## src/rtl/tpa_pkg.sv

```systemverilog
// Shared constants, types and decode helpers of the tag password access control.
`default_nettype none
package tpa_pkg;
    // Register bus geometry and byte addresses.
    localparam int ADDR_W = 8;
    localparam logic [7:0] CONFIG_OFFSET = 8'h00;
    localparam logic [7:0] STATUS_OFFSET = 8'h04;
    // Field positions inside the configuration word.
    localparam int FPP_LSB = 0;
    localparam int LIMIT_LSB = 8;
    localparam int SCOPE_BIT = 11;
    localparam int CFG_LOCK_BIT = 12;
    // Values after reset; the delivered state leaves protection off.
    localparam logic [7:0] FPP_RESET = 8'hFF;
    localparam logic [2:0] LIMIT_RESET = 3'h0;
    localparam logic SCOPE_RESET = 1'b0;
    localparam logic CFG_LOCK_RESET = 1'b0;
    localparam logic [31:0] PWD_RESET = 32'hFFFF_FFFF;
    localparam logic [15:0] ACK_RESET = 16'h0000;
    // Page map of the two memory sizes.
    localparam logic [7:0] SMALL_CFG_PAGE = 8'h29;
    localparam logic [7:0] LARGE_CFG_PAGE = 8'hE3;
    localparam logic [7:0] SMALL_PWD_PAGE = 8'h2B;
    localparam logic [7:0] LARGE_PWD_PAGE = 8'hE5;
    localparam logic [7:0] SMALL_ACK_PAGE = 8'h2C;
    localparam logic [7:0] LARGE_ACK_PAGE = 8'hE6;
    // Bus answers.
    localparam logic [1:0] RESP_OKAY = 2'h0;
    localparam logic [1:0] RESP_SLVERR = 2'h2;

    // Commands handed over by the frame decoder.
    typedef enum logic [2:0] {
        TPA_CMD_READ,
        TPA_CMD_WRITE,
        TPA_CMD_COMPAT_WRITE,
        TPA_CMD_VERIFY,
        TPA_CMD_DEACTIVATE
    } tpa_cmd_t;

    typedef struct packed {
        logic valid;
        tpa_cmd_t cmd;
        logic [7:0] page;
        logic [31:0] data;
    } tpa_req_t;

    typedef struct packed {
        logic valid;
        logic grant;
        logic [31:0] data;
    } tpa_rsp_t;

    // A page is guarded when the threshold lies in memory and the page is at or above it.
    function automatic logic tpa_guarded(input logic [7:0] page, input logic [7:0] fpp,
                                         input logic [7:0] last_page);
        tpa_guarded = (fpp <= last_page) && (page >= fpp);
    endfunction : tpa_guarded
endpackage : tpa_pkg
`default_nettype wire

```

## src/rtl/tpa_access_control.sv

```systemverilog
// Password access control with an AXI4-Lite configuration port.
`default_nettype none
// Operation
// Hold 32-bit password and 16-bit acknowledge.
// Threshold resets to FFh, protection off.
// Unprotected tag writes password freely.
// Guard threshold page and all above.
// Both values stored low byte first.
// Reads return zero for hidden bytes.
// Unguarded config pages take both write kinds.
// Guarded config pages need prior verification.
// Config lock never blocks password writes.
// Host sets threshold to password page.
// Limit zero disables counting and locking.
// Failure past limit locks permanently.
// After lock every verification fails.
// Success before limit clears the counter.
// Scope bit picks write or read-write.
// Config pages guarded at threshold below.
// Match replies acknowledge, authenticated till deactivation; a later failed verification also ends the session here.
module tpa_access_control #(
    parameter bit LARGE_VARIANT = 1'b0
) (
    // Clock and reset.
    input wire logic clk_sys,
    input wire logic reset,
    // Command decoder side.
    input wire tpa_pkg::tpa_req_t req,
    output tpa_pkg::tpa_rsp_t rsp,
    // AXI4-Lite write channels.
    input wire logic [tpa_pkg::ADDR_W-1:0] s_axi_awaddr,
    input wire logic s_axi_awvalid,
    output logic s_axi_awready,
    input wire logic [31:0] s_axi_wdata,
    input wire logic [3:0] s_axi_wstrb,
    input wire logic s_axi_wvalid,
    output logic s_axi_wready,
    output logic [1:0] s_axi_bresp,
    output logic s_axi_bvalid,
    input wire logic s_axi_bready,
    // AXI4-Lite read channels.
    input wire logic [tpa_pkg::ADDR_W-1:0] s_axi_araddr,
    input wire logic s_axi_arvalid,
    output logic s_axi_arready,
    output logic [31:0] s_axi_rdata,
    output logic [1:0] s_axi_rresp,
    output logic s_axi_rvalid,
    input wire logic s_axi_rready
);
    localparam logic [7:0] CFG_PAGE = LARGE_VARIANT ? tpa_pkg::LARGE_CFG_PAGE : tpa_pkg::SMALL_CFG_PAGE;
    localparam logic [7:0] PWD_PAGE = LARGE_VARIANT ? tpa_pkg::LARGE_PWD_PAGE : tpa_pkg::SMALL_PWD_PAGE;
    localparam logic [7:0] ACK_PAGE = LARGE_VARIANT ? tpa_pkg::LARGE_ACK_PAGE : tpa_pkg::SMALL_ACK_PAGE;
    localparam logic [7:0] LAST_PAGE = ACK_PAGE;

    // Configuration and secrets.
    logic [7:0] fpp;
    logic [2:0] limit;
    logic scope;
    logic cfg_lock;
    logic [31:0] password;
    logic [15:0] ack_value;
    logic auth;
    // Guard state from the attempt counter.
    logic pass;
    logic locked;
    logic [2:0] fail_count;
    // Request decode.
    logic in_range;
    logic guarded;
    logic cfg_guarded;
    logic protection_scope_bit_active;
    logic open_access;
    logic write_ok;
    logic read_ok;
    logic is_write;
    logic is_verify;
    logic match;
    logic [31:0] masked;
    // Bus holding state.
    logic aw_held;
    logic w_held;
    logic wr_fire;
    logic [tpa_pkg::ADDR_W-1:0] aw_addr;
    logic [31:0] w_data;
    logic [3:0] w_strb;

    // guarding threshold decode
    assign in_range = req.page <= LAST_PAGE;
    assign guarded = tpa_pkg::tpa_guarded(req.page, fpp, LAST_PAGE);
    // Any threshold inside memory reaches at least the top configuration page, so that page is always guarded then.
    assign cfg_guarded = tpa_pkg::tpa_guarded(LAST_PAGE, fpp, LAST_PAGE);
    assign protection_scope_bit_active = fpp <= LAST_PAGE;
    // A lock shuts the guarded area even for a session that verified earlier.
    assign open_access = auth && !locked;
    // write permission
    assign write_ok = in_range && (!guarded || open_access);
    // scope selects read guarding
    assign read_ok = in_range && (!guarded || !scope || open_access);
    assign is_write = req.valid && (req.cmd == tpa_pkg::TPA_CMD_WRITE || req.cmd == tpa_pkg::TPA_CMD_COMPAT_WRITE);
    assign is_verify = req.valid && req.cmd == tpa_pkg::TPA_CMD_VERIFY;
    // low byte first in both directions
    assign match = req.data == password;

    // hide secret bytes on reads
    always_comb begin
        masked = req.data;
        if (req.page == PWD_PAGE) begin
            masked = 32'h0000_0000;
        end else if (req.page == ACK_PAGE) begin
            masked[15:0] = 16'h0000;
        end
    end

    // The attempt counter sees every verification; a lock it sets shows from the next verification's reply on.
    tpa_attempt_guard #(
        .LIMIT_W(3)
    ) u_guard (
        .clk_sys(clk_sys),
        .reset(reset),
        .verify(is_verify),
        .match(match),
        .limit(limit),
        .pass(pass),
        .locked(locked),
        .fail_count(fail_count)
    );

    // secrets take guarded writes regardless of the config lock.
    always_ff @(posedge clk_sys) begin
        if (reset) begin
            password <= tpa_pkg::PWD_RESET;
            ack_value <= tpa_pkg::ACK_RESET;
        end else if (is_write && write_ok) begin
            if (req.page == PWD_PAGE) begin
                password <= req.data;
            end
            if (req.page == ACK_PAGE) begin
                ack_value <= req.data[15:0];
            end
        end
    end

    // session follows the last verification
    always_ff @(posedge clk_sys) begin
        if (reset) begin
            auth <= 1'b0;
        end else if (is_verify) begin
            // lock forces failure
            auth <= pass;
        end else if (req.valid && req.cmd == tpa_pkg::TPA_CMD_DEACTIVATE) begin
            auth <= 1'b0;
        end
    end

    // One reply per request, one cycle later; a refusal carries no data.
    always_ff @(posedge clk_sys) begin
        if (reset) begin
            rsp <= '0;
        end else begin
            rsp.valid <= req.valid;
            rsp.grant <= 1'b0;
            rsp.data <= 32'h0000_0000;
            if (req.valid) begin
                case (req.cmd)
                    tpa_pkg::TPA_CMD_READ: begin
                        rsp.grant <= read_ok;
                        rsp.data <= read_ok ? masked : 32'h0000_0000;
                    end
                    tpa_pkg::TPA_CMD_WRITE, tpa_pkg::TPA_CMD_COMPAT_WRITE: begin
                        rsp.grant <= write_ok;
                    end
                    tpa_pkg::TPA_CMD_VERIFY: begin
                        // acknowledge value on match
                        rsp.grant <= pass;
                        rsp.data <= pass ? {16'h0000, ack_value} : 32'h0000_0000;
                    end
                    tpa_pkg::TPA_CMD_DEACTIVATE: begin
                        rsp.grant <= 1'b1;
                    end
                    default: begin
                        rsp.grant <= 1'b0;
                    end
                endcase
            end
        end
    end

    // Write address channel; ready returns only after the response is taken.
    always_ff @(posedge clk_sys) begin
        if (reset) begin
            aw_held <= 1'b0;
            s_axi_awready <= 1'b1;
            aw_addr <= '0;
        end else if (s_axi_awvalid && s_axi_awready) begin
            aw_held <= 1'b1;
            s_axi_awready <= 1'b0;
            aw_addr <= s_axi_awaddr;
        end else if (wr_fire) begin
            aw_held <= 1'b0;
        end else if (s_axi_bvalid && s_axi_bready) begin
            s_axi_awready <= 1'b1;
        end
    end

    // Write data channel, independent of address order.
    always_ff @(posedge clk_sys) begin
        if (reset) begin
            w_held <= 1'b0;
            s_axi_wready <= 1'b1;
            w_data <= 32'h0000_0000;
            w_strb <= 4'h0;
        end else if (s_axi_wvalid && s_axi_wready) begin
            w_held <= 1'b1;
            s_axi_wready <= 1'b0;
            w_data <= s_axi_wdata;
            w_strb <= s_axi_wstrb;
        end else if (wr_fire) begin
            w_held <= 1'b0;
        end else if (s_axi_bvalid && s_axi_bready) begin
            s_axi_wready <= 1'b1;
        end
    end

    assign wr_fire = aw_held && w_held && !s_axi_bvalid;

    // Write response; unmapped addresses answer with a slave error.
    always_ff @(posedge clk_sys) begin
        if (reset) begin
            s_axi_bvalid <= 1'b0;
            s_axi_bresp <= tpa_pkg::RESP_OKAY;
        end else if (wr_fire) begin
            s_axi_bvalid <= 1'b1;
            if (aw_addr == tpa_pkg::CONFIG_OFFSET || aw_addr == tpa_pkg::STATUS_OFFSET) begin
                s_axi_bresp <= tpa_pkg::RESP_OKAY;
            end else begin
                s_axi_bresp <= tpa_pkg::RESP_SLVERR;
            end
        end else if (s_axi_bready) begin
            s_axi_bvalid <= 1'b0;
        end
    end

    // delivered configuration; the config lock freezes it until reset.
    always_ff @(posedge clk_sys) begin
        if (reset) begin
            fpp <= tpa_pkg::FPP_RESET;
            limit <= tpa_pkg::LIMIT_RESET;
            scope <= tpa_pkg::SCOPE_RESET;
            cfg_lock <= tpa_pkg::CFG_LOCK_RESET;
        end else if (wr_fire && aw_addr == tpa_pkg::CONFIG_OFFSET && !cfg_lock) begin
            if (w_strb[0]) begin
                fpp <= w_data[tpa_pkg::FPP_LSB+:8];
            end
            if (w_strb[1]) begin
                limit <= w_data[tpa_pkg::LIMIT_LSB+:3];
                scope <= w_data[tpa_pkg::SCOPE_BIT];
                cfg_lock <= w_data[tpa_pkg::CFG_LOCK_BIT];
            end
        end
    end

    // Read channel; status shows session, lock and counter state.
    always_ff @(posedge clk_sys) begin
        if (reset) begin
            s_axi_arready <= 1'b1;
            s_axi_rvalid <= 1'b0;
            s_axi_rdata <= 32'h0000_0000;
            s_axi_rresp <= tpa_pkg::RESP_OKAY;
        end else if (s_axi_arvalid && s_axi_arready) begin
            s_axi_arready <= 1'b0;
            s_axi_rvalid <= 1'b1;
            s_axi_rresp <= tpa_pkg::RESP_OKAY;
            case (s_axi_araddr)
                tpa_pkg::CONFIG_OFFSET: begin
                    s_axi_rdata <= {19'h0, cfg_lock, scope, limit, fpp};
                end
                tpa_pkg::STATUS_OFFSET: begin
                    s_axi_rdata <= {25'h0, cfg_guarded, protection_scope_bit_active, fail_count, locked, auth};
                end
                default: begin
                    s_axi_rdata <= 32'h0000_0000;
                    s_axi_rresp <= tpa_pkg::RESP_SLVERR;
                end
            endcase
        end else if (s_axi_rvalid && s_axi_rready) begin
            s_axi_rvalid <= 1'b0;
            s_axi_arready <= 1'b1;
        end
    end
endmodule : tpa_access_control
`default_nettype wire

```

## src/rtl/tpa_attempt_guard.sv

```systemverilog
// Failed verification counter and permanent lockout of the tag password access control.
`default_nettype none
module tpa_attempt_guard #(
    parameter int LIMIT_W = 3
) (
    // Clock and reset.
    input wire logic clk_sys,
    input wire logic reset,
    // Verification event.
    input wire logic verify,
    input wire logic match,
    input wire logic [LIMIT_W-1:0] limit,
    // Outcome and state.
    output logic pass,
    output logic locked,
    output logic [LIMIT_W-1:0] fail_count
);
    // A locked guard refuses every password, right or wrong.
    assign pass = match && !locked;

    // Counter and lock advance only on a verification.
    // zero limit disables counting.
    always_ff @(posedge clk_sys) begin
        if (reset) begin
            fail_count <= '0;
            locked <= 1'b0;
        end else if (verify && !locked) begin
            if (match) begin
                // success clears counter
                fail_count <= '0;
            end else if (limit != '0) begin
                // count then lock
                if (fail_count >= limit) begin
                    locked <= 1'b1;
                end else begin
                    fail_count <= fail_count + 1'b1;
                end
            end
        end
    end
endmodule : tpa_attempt_guard
`default_nettype wire

```

## config.mk

```make
export PLATFORM = sky130hd
export DESIGN_NAME = tpa_access_control
export DESIGN_NICKNAME = d
export VERILOG_FILES = /design/src/rtl/tpa_pkg.sv /design/src/rtl/tpa_access_control.sv /design/src/rtl/tpa_attempt_guard.sv
export SDC_FILE = /design/constraint.sdc
export NUM_CORES = 1
export LEC_CHECK = 0
export BUFFER_PORTS_ARGS = -buffer_cell sky130_fd_sc_hd__buf_4
export CAP_MARGIN = 15
export CORE_ASPECT_RATIO = 0.8
export CORE_MARGIN = 1.5
export CORE_UTILIZATION = 47
export CTS_CLUSTER_DIAMETER = 30
export DETAILED_ROUTE_END_ITERATION = 16
export GPL_TIMING_DRIVEN = 0
export PLACE_DENSITY = 0.76
export SYNTH_ARGS = -nofsm -noshare
export SYNTH_HDL_FRONTEND = slang
export SYNTH_SLANG_ARGS = --single-unit
```

## constraint.sdc

```tcl
create_clock -name clk_sys -period 2.1 [get_ports clk_sys]
set_input_delay 0.42 -clock clk_sys [delete_from_list [all_inputs] [get_ports clk_sys]]
set_output_delay 0.42 -clock clk_sys [all_outputs]
set_load 0.05 [all_outputs]
```

==> impl_metrics.tcl, run 1 <==
set metrics [dict create \
    placementRows 38 \
    seq_area_frac_synth 0.4454 \
    period_minus_slack_ns 2.180 \
    status "finished with violations" \
    rsz0062_at_grt "yes" \
    clockBufferDepth 2 \
    numCtsBuffers 17 \
    p_sw_mw 1.577 \
    cts-root-buf "clkbuf_16" \
    violations "negative setup slack" \
    period_share 1.038 \
    vdd_drop_max_mv 0.5334 \
    worst_pin_slew_ns 0.9726 \
    cp-end-kind "flop" \
    post_drt_via_cell_ratio 5.165 \
    path_max_fanout 7 \
    yosys-top-cells-count "dfxtp_1, nor2_1, mux2i_1, nand2_1, a21oi_1" \
    placed_cell_area_mm2 0.007915 \
    utilization 0.6626 \
    cp_slowest_cell "a2111oi_4" \
    yosys.area_share.adder 0.02304 \
    p_comb_frac 0.099 \
    stdcell_area_mm2 0.008979 \
    die_y_um 108.3 \
    synth_area_leader_cell "dfxtp_1" \
    cp-start-kind "flop" \
    yosys.area.top_type_share 0.4454 \
    reg2reg_to "password[30]$_SDFFE_PP1P_" \
    dp_cells 1061 \
    core_mm2 0.01355 \
    clock_latency_ns 0.42 \
    drc 0 \
    fillers 1082 \
    path_buf_inv 2 \
    synth_compound_area_frac 0.1219 \
    final_cells 1115 \
    power.internal_mw 5.286 \
    cts_num_sinks 145 \
    synthMuxAreaShare 0.08754 \
    grt_start_max_net_pins 17 \
    crit_family "compound AO/OA/AOI/OAI gates" \
    grt_pass1_vias 5509 \
    dpl.hpwl_um 12380 \
    synthTopCellsByArea "dfxtp_1, mux2i_1, nor2_1" \
    p_seq_frac 0.410 \
    grt_usage 0.2440 \
    p_per_area_mw_per_mm2 764.4 \
    die-area_mm2 0.01459 \
    syn_to_final_growth_pct 37.76 \
    r2r_slack_ns -0.08 \
    cp.depth 8 \
    wl_met2_um 7670 \
    syn_area_mm2 0.006518 \
    slew_headroom 0.3466 \
    maxCapViolations 0 \
    fp.dieW_um 134.7 \
    synth_top_family_by_area "simple AND/OR/NAND/NOR gates" \
    ant_nets 0 \
    antenna_found_initial 0 \
    cts_tree "built" \
    min_delay_path_depth 3 \
    crit_chain "ha_4 -> nand2b_4 -> a2111oi_4 -> o31ai_4 -> a211oi_4 -> buf_12 -> clkbuf_16 -> mux2i_1" \
    start_util 0.4810 \
    synth_most_common_cell "dfxtp_1" \
    synth_async_sr_flop_share 0 \
    r2r_start "fpp[0]$_SDFFE_PP1P_" \
    gp_routability_congestion 0.8243 \
    holdPathEnd "aw_addr[3]$_SDFFE_PP0P_" \
    drtIter0Drc 464 \
    synth_edf_count 0 \
    wl_um 17540 \
    drive_gt1_frac 0.2706 \
    pwr-share-clk 0.491 \
    htreeDepth 4 \
    diodes 0 \
    synth_cells 728 \
    switching_share 0.2298 \
    min_from "s_axi_awaddr[3]" \
    ys_warn_count 0 \
    worstPathArrival_ns 2.52 \
    drt_pre_antenna_iters 5 \
    hold_buffers 0 \
    worst_slack_ns -0.07983 \
    r2r_cells 8 \
    top_layer "met4" \
    vias 5759 \
    grt_first_pass_wirelength_um 27670 \
    finalSetupViolCount 48 \
    portBuffers 133 \
    syn_area_per_cell_um2 8.953 \
    worstSetupPathType "reg2reg" \
    critPathMaxStageDelay_ns 0.44 \
    clkSlewWorstSetupHoldPaths_ns 0.06 \
    wl_met3_um 1434 \
    synth_xor_area_frac 0.04569 \
    clock_skew_ns 0.008793 \
    required_ns 2.44 \
    yosys.area_share.simple 0.2085 \
    hold_class "in2reg" \
    m1WireLength_um 8135 \
    fmax_mhz 458.8 \
    p_leak_nw 3.783 \
    synth.distinct_cells 59 \
    dp_worst_setup_slack_ns -0.5038 \
    drt-wirelength-per-cell_um 15.73 \
    hold_violations 0 \
    final_net_count 1037 \
    yosys_register_bits 145 \
    synth_flop_cell "dfxtp_1" \
    ios 178 \
    maxSlewViolCount 0 \
    globalRoute.totalOverflow 0 \
]
==> per-layer routing <==
| layer | vias up | GRT usage |
|---|---|---|
| met5 | - | 0 |
| met4 | 0 | 0.07604 |
| met3 | 30 | 0.06798 |
| met2 | 183 | 0.3799 |
| met1 | 2720 | 0.3297 |
| li1 | 2826 | - |
==> power groups by stage <==
stage          Combinational [mW]  Clock (mW)  Sequential [mW]
4_1_cts                     0.667        3.40             2.82
2_1_floorplan               0.352           0             2.92
5_1_grt                     0.730        3.53             2.82
3_3_place_gp                0.647           0             2.88
3_5_place_dp                0.656           0             2.88
6_report                    0.677        3.37             2.82
==> sequential cells by signal, indices dropped and copies added, names as in the netlist, 2 cells and up <==
register,flops
ack_value,16
limit,3
s_axi_rdata,13
w_data,13
aw_addr,8
password,32
w_strb,2
u_guard.fail_count,3
rsp,34
fpp,8
==> worst register-to-register path: cells and delay by family, from the launching register on <==
family,cells,cell delay (ns)
multiplexers,1,0.19
adder cells (fa/ha/maj),1,0.23
AO/OA/AOI/OAI,3,0.85
AND/OR/NAND/NOR,1,0.14
buffers and inverters,2,0.35
flip-flops,1,0.36
==> stage by stage <==
| stage | setup TNS [ns] | total power, mW | hold slack (ns) |
|---|---|---|---|
| floorplan | 0 | 3.274 | 0.4308 |
| global placement | -22.60 | 3.527 | 0.4395 |
| detailed placement | -23.78 | 3.537 | 0.4477 |
| CTS | -2.187 | 6.878 | 0.2443 |
| global route | -5.295 | 7.077 | 0.2522 |
| finish | -2.077 | 6.863 | 0.2481 |
==> logic make-up after synthesis <==
| group | Yosys count |
|---|---|
| DFF | 145 |
| buffers and inverters | 84 |
| other | 1 |
| muxes | 57 |
| and+or+nand+nor | 287 |
| adders and majority gates | 12 |
| xor gates and xnor gates | 34 |
| AOI/OAI and AO/OA | 108 |
==> area by class of cell <==
class	instances	area (um^2)	area share
buffer	57	379.1	0.04222
clock buffer	23	488.0	0.05435
clock inverter	9	176.4	0.01965
inverter	27	108.9	0.01212
multi-input combinational	519	3406	0.3793
sequential	145	2923	0.3255
tap	180	225.2	0.02508
timing repair buffer	155	1272	0.1417
==> cells in the final DEF, fill, tap and decap left out, types with 3 or more instances in the layout <==
cell	count
and2_1	3
nor4_1	7
ha_1	7
and3b_1	3
nor2_1	122
nand3_1	25
nand3b_1	3
and3_1	4
clkbuf_1	26
buf_4	168
bufinv_16	5
nand2b_1	39
clkbuf_8	4
clkbuf_16	20
mux2i_1	56
o2bb2ai_1	4
a21o_1	6
dfxtp_1	137
inv_1	24
nand4_1	4
buf_6	4
nand2_1	52
buf_12	5
dfxtp_4	4
a211o_1	8
o21ai_0	4
a22o_1	12
a22oi_1	6
xor2_1	33
dfxtp_2	4
ha_4	5
a21oi_1	45
conb_1	21
nor3_1	8
==> repair_timing <==
item                       4_1_cts  5_1_grt
gates cloned                     2        3
setup buffers                   17        1
setup endpoints to repair       74       84
gates resized for setup         28       13
pin swaps                       10       13
==> worst max path at each step <==
stage	from	endpoint	slack (ns)
final	fpp[0]$_SDFFE_PP1P_	password[30]$_SDFFE_PP1P_	-0.08
after global routing	fpp[6]$_SDFFE_PP1P_	ack_value[2]$_SDFFE_PP0P_	-0.15
after CTS	fpp[0]$_SDFFE_PP1P_	ack_value[12]$_SDFFE_PP0P_	-0.08
after detailed placement	req[3]	rsp[4]$_SDFF_PP0_	-0.50
after global placement	req[3]	rsp[5]$_SDFF_PP0_	-0.48
after floorplan	req[32]	password[0]$_SDFFE_PP1P_	0.002
(Power assumes the default switching activity.)
==> run 2: changes to the inputs <==
- GPL_TIMING_DRIVEN: 0 -> unset
==> run 2 against run 1 <==
  * The flow still finishes with violations (negative setup slack)
  * Cell count shrank 2.3%
  * Wire length decreased by 10%
  * Sequential power hardly changed
  * Clock-buffer cell count shrank 4
  * Hold slack gained 0.0075 ns
  * Critical path type unchanged
==> impl_metrics.tcl, run 2 (synthesis gave the netlist of run 1 again) <==
set metrics [dict create \
    status "finished with violations" \
    violations "negative setup slack" \
    reg2reg_to "password[18]$_SDFFE_PP1P_" \
    maxCapViolations 0 \
    antenna_found_initial 0 \
    core_mm2 0.01355 \
    hold_violations 0 \
    fp.dieW_um 134.7 \
    regMostFlops "rsp" \
    globalRoute.totalOverflow 0 \
    diodes 0 \
    hold_class "in2reg" \
    cts-root-buf "clkbuf_16" \
    placementRows 38 \
    die-area_mm2 0.01459 \
    slew_headroom 0.5877 \
    period_minus_slack_ns 2.132 \
    grt_first_pass_wirelength_um 25560 \
    htreeDepth 4 \
    r2r_start "fpp[6]$_SDFFE_PP1P_" \
    drive_gt1_frac 0.2673 \
    holdPathEnd "rsp[12]$_SDFF_PP0_" \
    clock_latency_ns 0.41 \
    grt_usage 0.2234 \
    worstPathArrival_ns 2.47 \
    final_cell_mix "buf_4, dfxtp_1, nor2_1, mux2i_1, nand2_1" \
    final_net_count 1011 \
    ant_nets 0 \
    syn_to_final_growth_pct 34.54 \
    stdcell_area_mm2 0.008768 \
    grt_start_max_net_pins 71 \
    cts_num_sinks 145 \
    min_delay_path_depth 2 \
    cp-start-kind "flop" \
    clkSlewWorstSetupHoldPaths_ns 0.06 \
    clockBufferDepth 2 \
    p_per_area_mw_per_mm2 768.8 \
    worstSetupPathType "reg2reg" \
    cp-end-kind "flop" \
    vdd_drop_max_mv 0.5374 \
    p_leak_nw 3.665 \
    start_util 0.4810 \
    finalSetupViolCount 19 \
    min_from "req[12]" \
    worst_pin_slew_ns 0.6185 \
    layout_commonest_cell "buf_4" \
    numCtsBuffers 17 \
    top_regs "rsp (34), password (32), ack_value (16)" \
    r2r_slack_ns -0.03 \
    drt-wirelength-per-cell_um 14.47 \
    worst_slack_ns -0.03234 \
    vias 5524 \
    dpl.hpwl_um 11230 \
    portBuffers 135 \
    post_drt_via_cell_ratio 5.073 \
    final_cells 1089 \
    placed_cell_area_mm2 0.007983 \
    r2r_cells 9 \
    drt_pre_antenna_iters 5 \
    largest_register_ffs 34 \
    period_share 1.015 \
    path_max_fanout 8 \
    grt_pass1_vias 5320 \
    rsz0062_at_grt "yes" \
    wl_um 15760 \
    fillers 1127 \
    ios 178 \
    gp_routability_congestion 0.8178 \
    required_ns 2.44 \
    fmax_mhz 469.0 \
    cts_tree "built" \
    tns_ns -0.3315 \
    clock_skew_ns 0.006900 \
    startpoint "fpp[6]$_SDFFE_PP1P_" \
    maxSlewViolCount 0 \
    drc 0 \
    die_y_um 108.3 \
    dp_cells 1052 \
    drtIter0Drc 391 \
]
==> run 2: changes by cell type in the layout (fill, tap and decap cells not counted), sizes merged <==
cell    change
clkbuf     -32
buf         +2
clkinv      +4
==> run 2: stage by stage <==
step	util	power, mW	hold WS (ns)	setup WS [ns]
after global placement	0.5891	3.497	0.4397	-0.1545
after CTS	0.6443	6.791	0.2413	-0.03852
after global routing	0.6471	6.972	0.2441	-0.1135
after detailed placement	0.5891	3.507	0.4445	-0.2289
after floorplan	-	3.274	0.4308	0.001781
final	0.6471	6.741	0.2557	-0.03234
==> run 2: worst max-delay path, cell delays in order (launching register included) <==
cell,delay (ns)
dfxtp_2,0.33
inv_2,0.05
ha_4,0.21
a21o_1,0.20
a221oi_4,0.33
o31ai_4,0.13
a211oi_4,0.26
buf_12,0.18
buf_16,0.14
mux2i_2,0.20
==> run 2: routing by layer <==
layer	track usage	wire length, um
met1	0.3043	7640
met2	0.3546	7092
met4	0.06759	127
met5	0	0
met3	0.05063	895
==> run 2: cell type report <==
type                       count  area [um^2]  share of cell area
sequential                   145         2905              0.3313
multi-input combinational    519         3361              0.3833
timing repair buffer         186         1526              0.1741
clock inverter                13        211.5             0.02412
clock buffer                  19        432.9             0.04937
inverter                      27        106.4             0.01213
tap                          180        225.2             0.02568
==> run 2: what timing repair did <==
action | 4_1_cts | 5_1_grt
endpoints found under the setup margin | 47 | 71
resized for setup | 6 | 5
buffers inserted | 2 | 0
pin swaps | 1 | 4
hold buffers | 0 | 0
cloned | 2 | 1
==> run 2: how the worst max path moves through the flow <==
stage,slack [ns],cells after the start,endpoint
3_5_place_dp,-0.23,9,password[2]$_SDFFE_PP1P_
4_1_cts,-0.04,9,password[27]$_SDFFE_PP1P_
5_1_grt,-0.11,9,password[18]$_SDFFE_PP1P_
2_1_floorplan,0.002,8,password[0]$_SDFFE_PP1P_
6_report,-0.03,9,password[18]$_SDFFE_PP1P_
3_3_place_gp,-0.15,9,password[19]$_SDFFE_PP1P_
==> run 2: report_power, final <==
| group | internal (mW) | total, mW | switching (mW) |
|---|---|---|---|
| logic | 0.243 | 0.629 | 0.386 |
| clock network | 2.11 | 3.29 | 1.18 |
| registers | 2.80 | 2.82 | 0.0243 |
| total | 5.15 | 6.74 | 1.59 |
==> run 3: changes to the inputs <==
- REMOVE_ABC_BUFFERS: unset -> 1
==> run 3 against run 2 <==
  * The flow still finishes with violations (negative setup slack)
  * Clock skew grew 0.0044 ns
  * Critical path type unchanged
  * Wire length grew 3.8%
  * Worst setup slack gained 0.024 ns
  * Global-route usage grew 0.76 points
  * Largest power group unchanged
  * Clock power is essentially flat
==> impl_metrics.tcl, run 3 (synthesis gave the netlist of run 1 again) <==
set metrics [dict create \
    status "finished with violations" \
    violations "negative setup slack" \
    grt_use_met2 0.3681 \
    start_util 0.4810 \
    cts-root-buf "clkbuf_16" \
    finalSetupViolCount 8 \
    met1_usage 0.3113 \
    globalRoute.totalOverflow 0 \
    fmax_mhz 474.3 \
    cts_num_sinks 145 \
    cp-start-kind "flop" \
    fillers 1107 \
    regMostFlops "rsp" \
    hold_slack_ns 0.2485 \
    hold_class "in2reg" \
    die_y_um 108.3 \
    placementRows 38 \
    core_mm2 0.01355 \
    grt_pass1_vias 5319 \
    final_net_count 1011 \
    numCtsBuffers 17 \
    p_leak_nw 3.707 \
    clkSlewWorstSetupHoldPaths_ns 0.06 \
    grt_first_pass_wirelength_um 26340 \
    r2r_start "fpp[6]$_SDFFE_PP1P_" \
    drc 0 \
    worst_pin_slew_ns 0.6025 \
    period_minus_slack_ns 2.108 \
    hold_violations 0 \
    worstPathArrival_ns 2.41 \
    dpl.hpwl_um 10790 \
    top_regs "rsp (34), password (32), ack_value (16)" \
    grt_usage 0.2310 \
    htreeDepth 4 \
    gp_routability_congestion 0.8093 \
    clock_skew_ns 0.01128 \
    largest_register_ffs 34 \
    startpoint "fpp[6]$_SDFFE_PP1P_" \
    post_drt_via_cell_ratio 5.083 \
    drtIter0Drc 354 \
    grt_start_max_net_pins 116 \
    min_from "s_axi_awaddr[6]" \
    rsz0062_at_grt "yes" \
    maxCapViolations 0 \
    diodes 0 \
    drive_gt1_frac 0.2742 \
    portBuffers 135 \
    period_share 1.004 \
    use_met3 0.05251 \
    fp.dieW_um 134.7 \
    tns_ns -0.04471 \
    utilization 0.6537 \
    hold_buffers 0 \
    clock_latency_ns 0.41 \
    syn_to_final_growth_pct 35.92 \
    drt_pre_antenna_iters 5 \
    regArea_mm2 0.002909 \
    final_cell_mix "buf_4, dfxtp_1, nor2_1, mux2i_1, nand2_1" \
    die-area_mm2 0.01459 \
    ios 178 \
    p_per_area_mw_per_mm2 757.8 \
    maxSlewViolCount 0 \
    vias 5530 \
    worst_slack_ns -0.008203 \
    cp-end-kind "flop" \
    drt-wirelength-per-cell_um 15.03 \
    ant_nets 0 \
    cts_tree "built" \
    multiInputGateArea_mm2 0.003413 \
    vdd_drop_max_mv 0.4978 \
    slew_headroom 0.5983 \
    required_ns 2.40 \
    wl_um 16350 \
    antenna_found_initial 0 \
    clockBufferDepth 2 \
    layout_commonest_cell "buf_4" \
    path_max_fanout 6 \
    worstSetupPathType "reg2reg" \
    busiest_layer "met2" \
]
[run 3: cell count changes in the layout (fill, tap and decap cells not counted), sizes merged]
cell	previous run	this run
buf	185	186
clkbuf	20	22
clkinv	7	4
clkinvlp	1	0
[run 3: worst max-delay path: stages (launching register included)]
cell     delay (ns)
dfxtp_2        0.34
inv_2          0.05
ha_4           0.26
and3_4         0.21
nand2_2        0.06
o31a_2         0.35
o311a_4        0.37
buf_12         0.16
a22o_1         0.22
[run 3: path summary, 6_finish.rpt]
check,to,slack (ns),cells after the start
min reg2reg,aw_addr[6]$_SDFFE_PP0P_,0.45,2
min,aw_addr[6]$_SDFFE_PP0P_,0.25,3
max,rsp[1]$_SDFF_PP0_,-0.008,8
max reg2reg,rsp[1]$_SDFF_PP0_,-0.008,8
[run 3: repair_timing]
item,in CTS,in global routing
gates resized for setup,21,16
setup buffers,3,2
pin swaps,10,6
cloned,4,0
setup endpoints to repair,60,75
[run 3: report_power, final]
group | switching, mW | internal (mW) | leakage (nW)
clock network | 1.13 | 2.14 | 0.308
registers | 0.0249 | 2.80 | 1.17
logic | 0.384 | 0.244 | 2.23
total | 1.53 | 5.18 | 3.71
[run 3: cell type report]
cell class	count	share of cell area
well taps	180	0.02542
clock inverters	9	0.02048
inverters	27	0.01144
flip-flops and latches	145	0.3284
clock buffers	22	0.05127
repair buffers	186	0.1777
multi-input cells	519	0.3853
[run 3: per-stage QoR]
step | area, um^2 | setup slack (ns) | power (mW) | std cells
finish | 8859 | -0.008203 | 6.713 | 1088
global route | 8859 | -0.1155 | 6.936 | 1088
CTS | 8767 | -0.01131 | 6.765 | 1087
detailed placement | 7909 | -0.3103 | 3.491 | 1050
global placement | 7909 | -0.2354 | 3.481 | 1050
floorplan | 6255 | -0.9368 | 3.191 | 691
[run 3: metal layers]
| layer | part of all wire | routed length [um] |
|---|---|---|
| met5 | 0 | 0 |
| met3 | 0.059 | 959 |
| met2 | 0.46 | 7490 |
| met4 | 0.013 | 208 |
| met1 | 0.47 | 7693 |
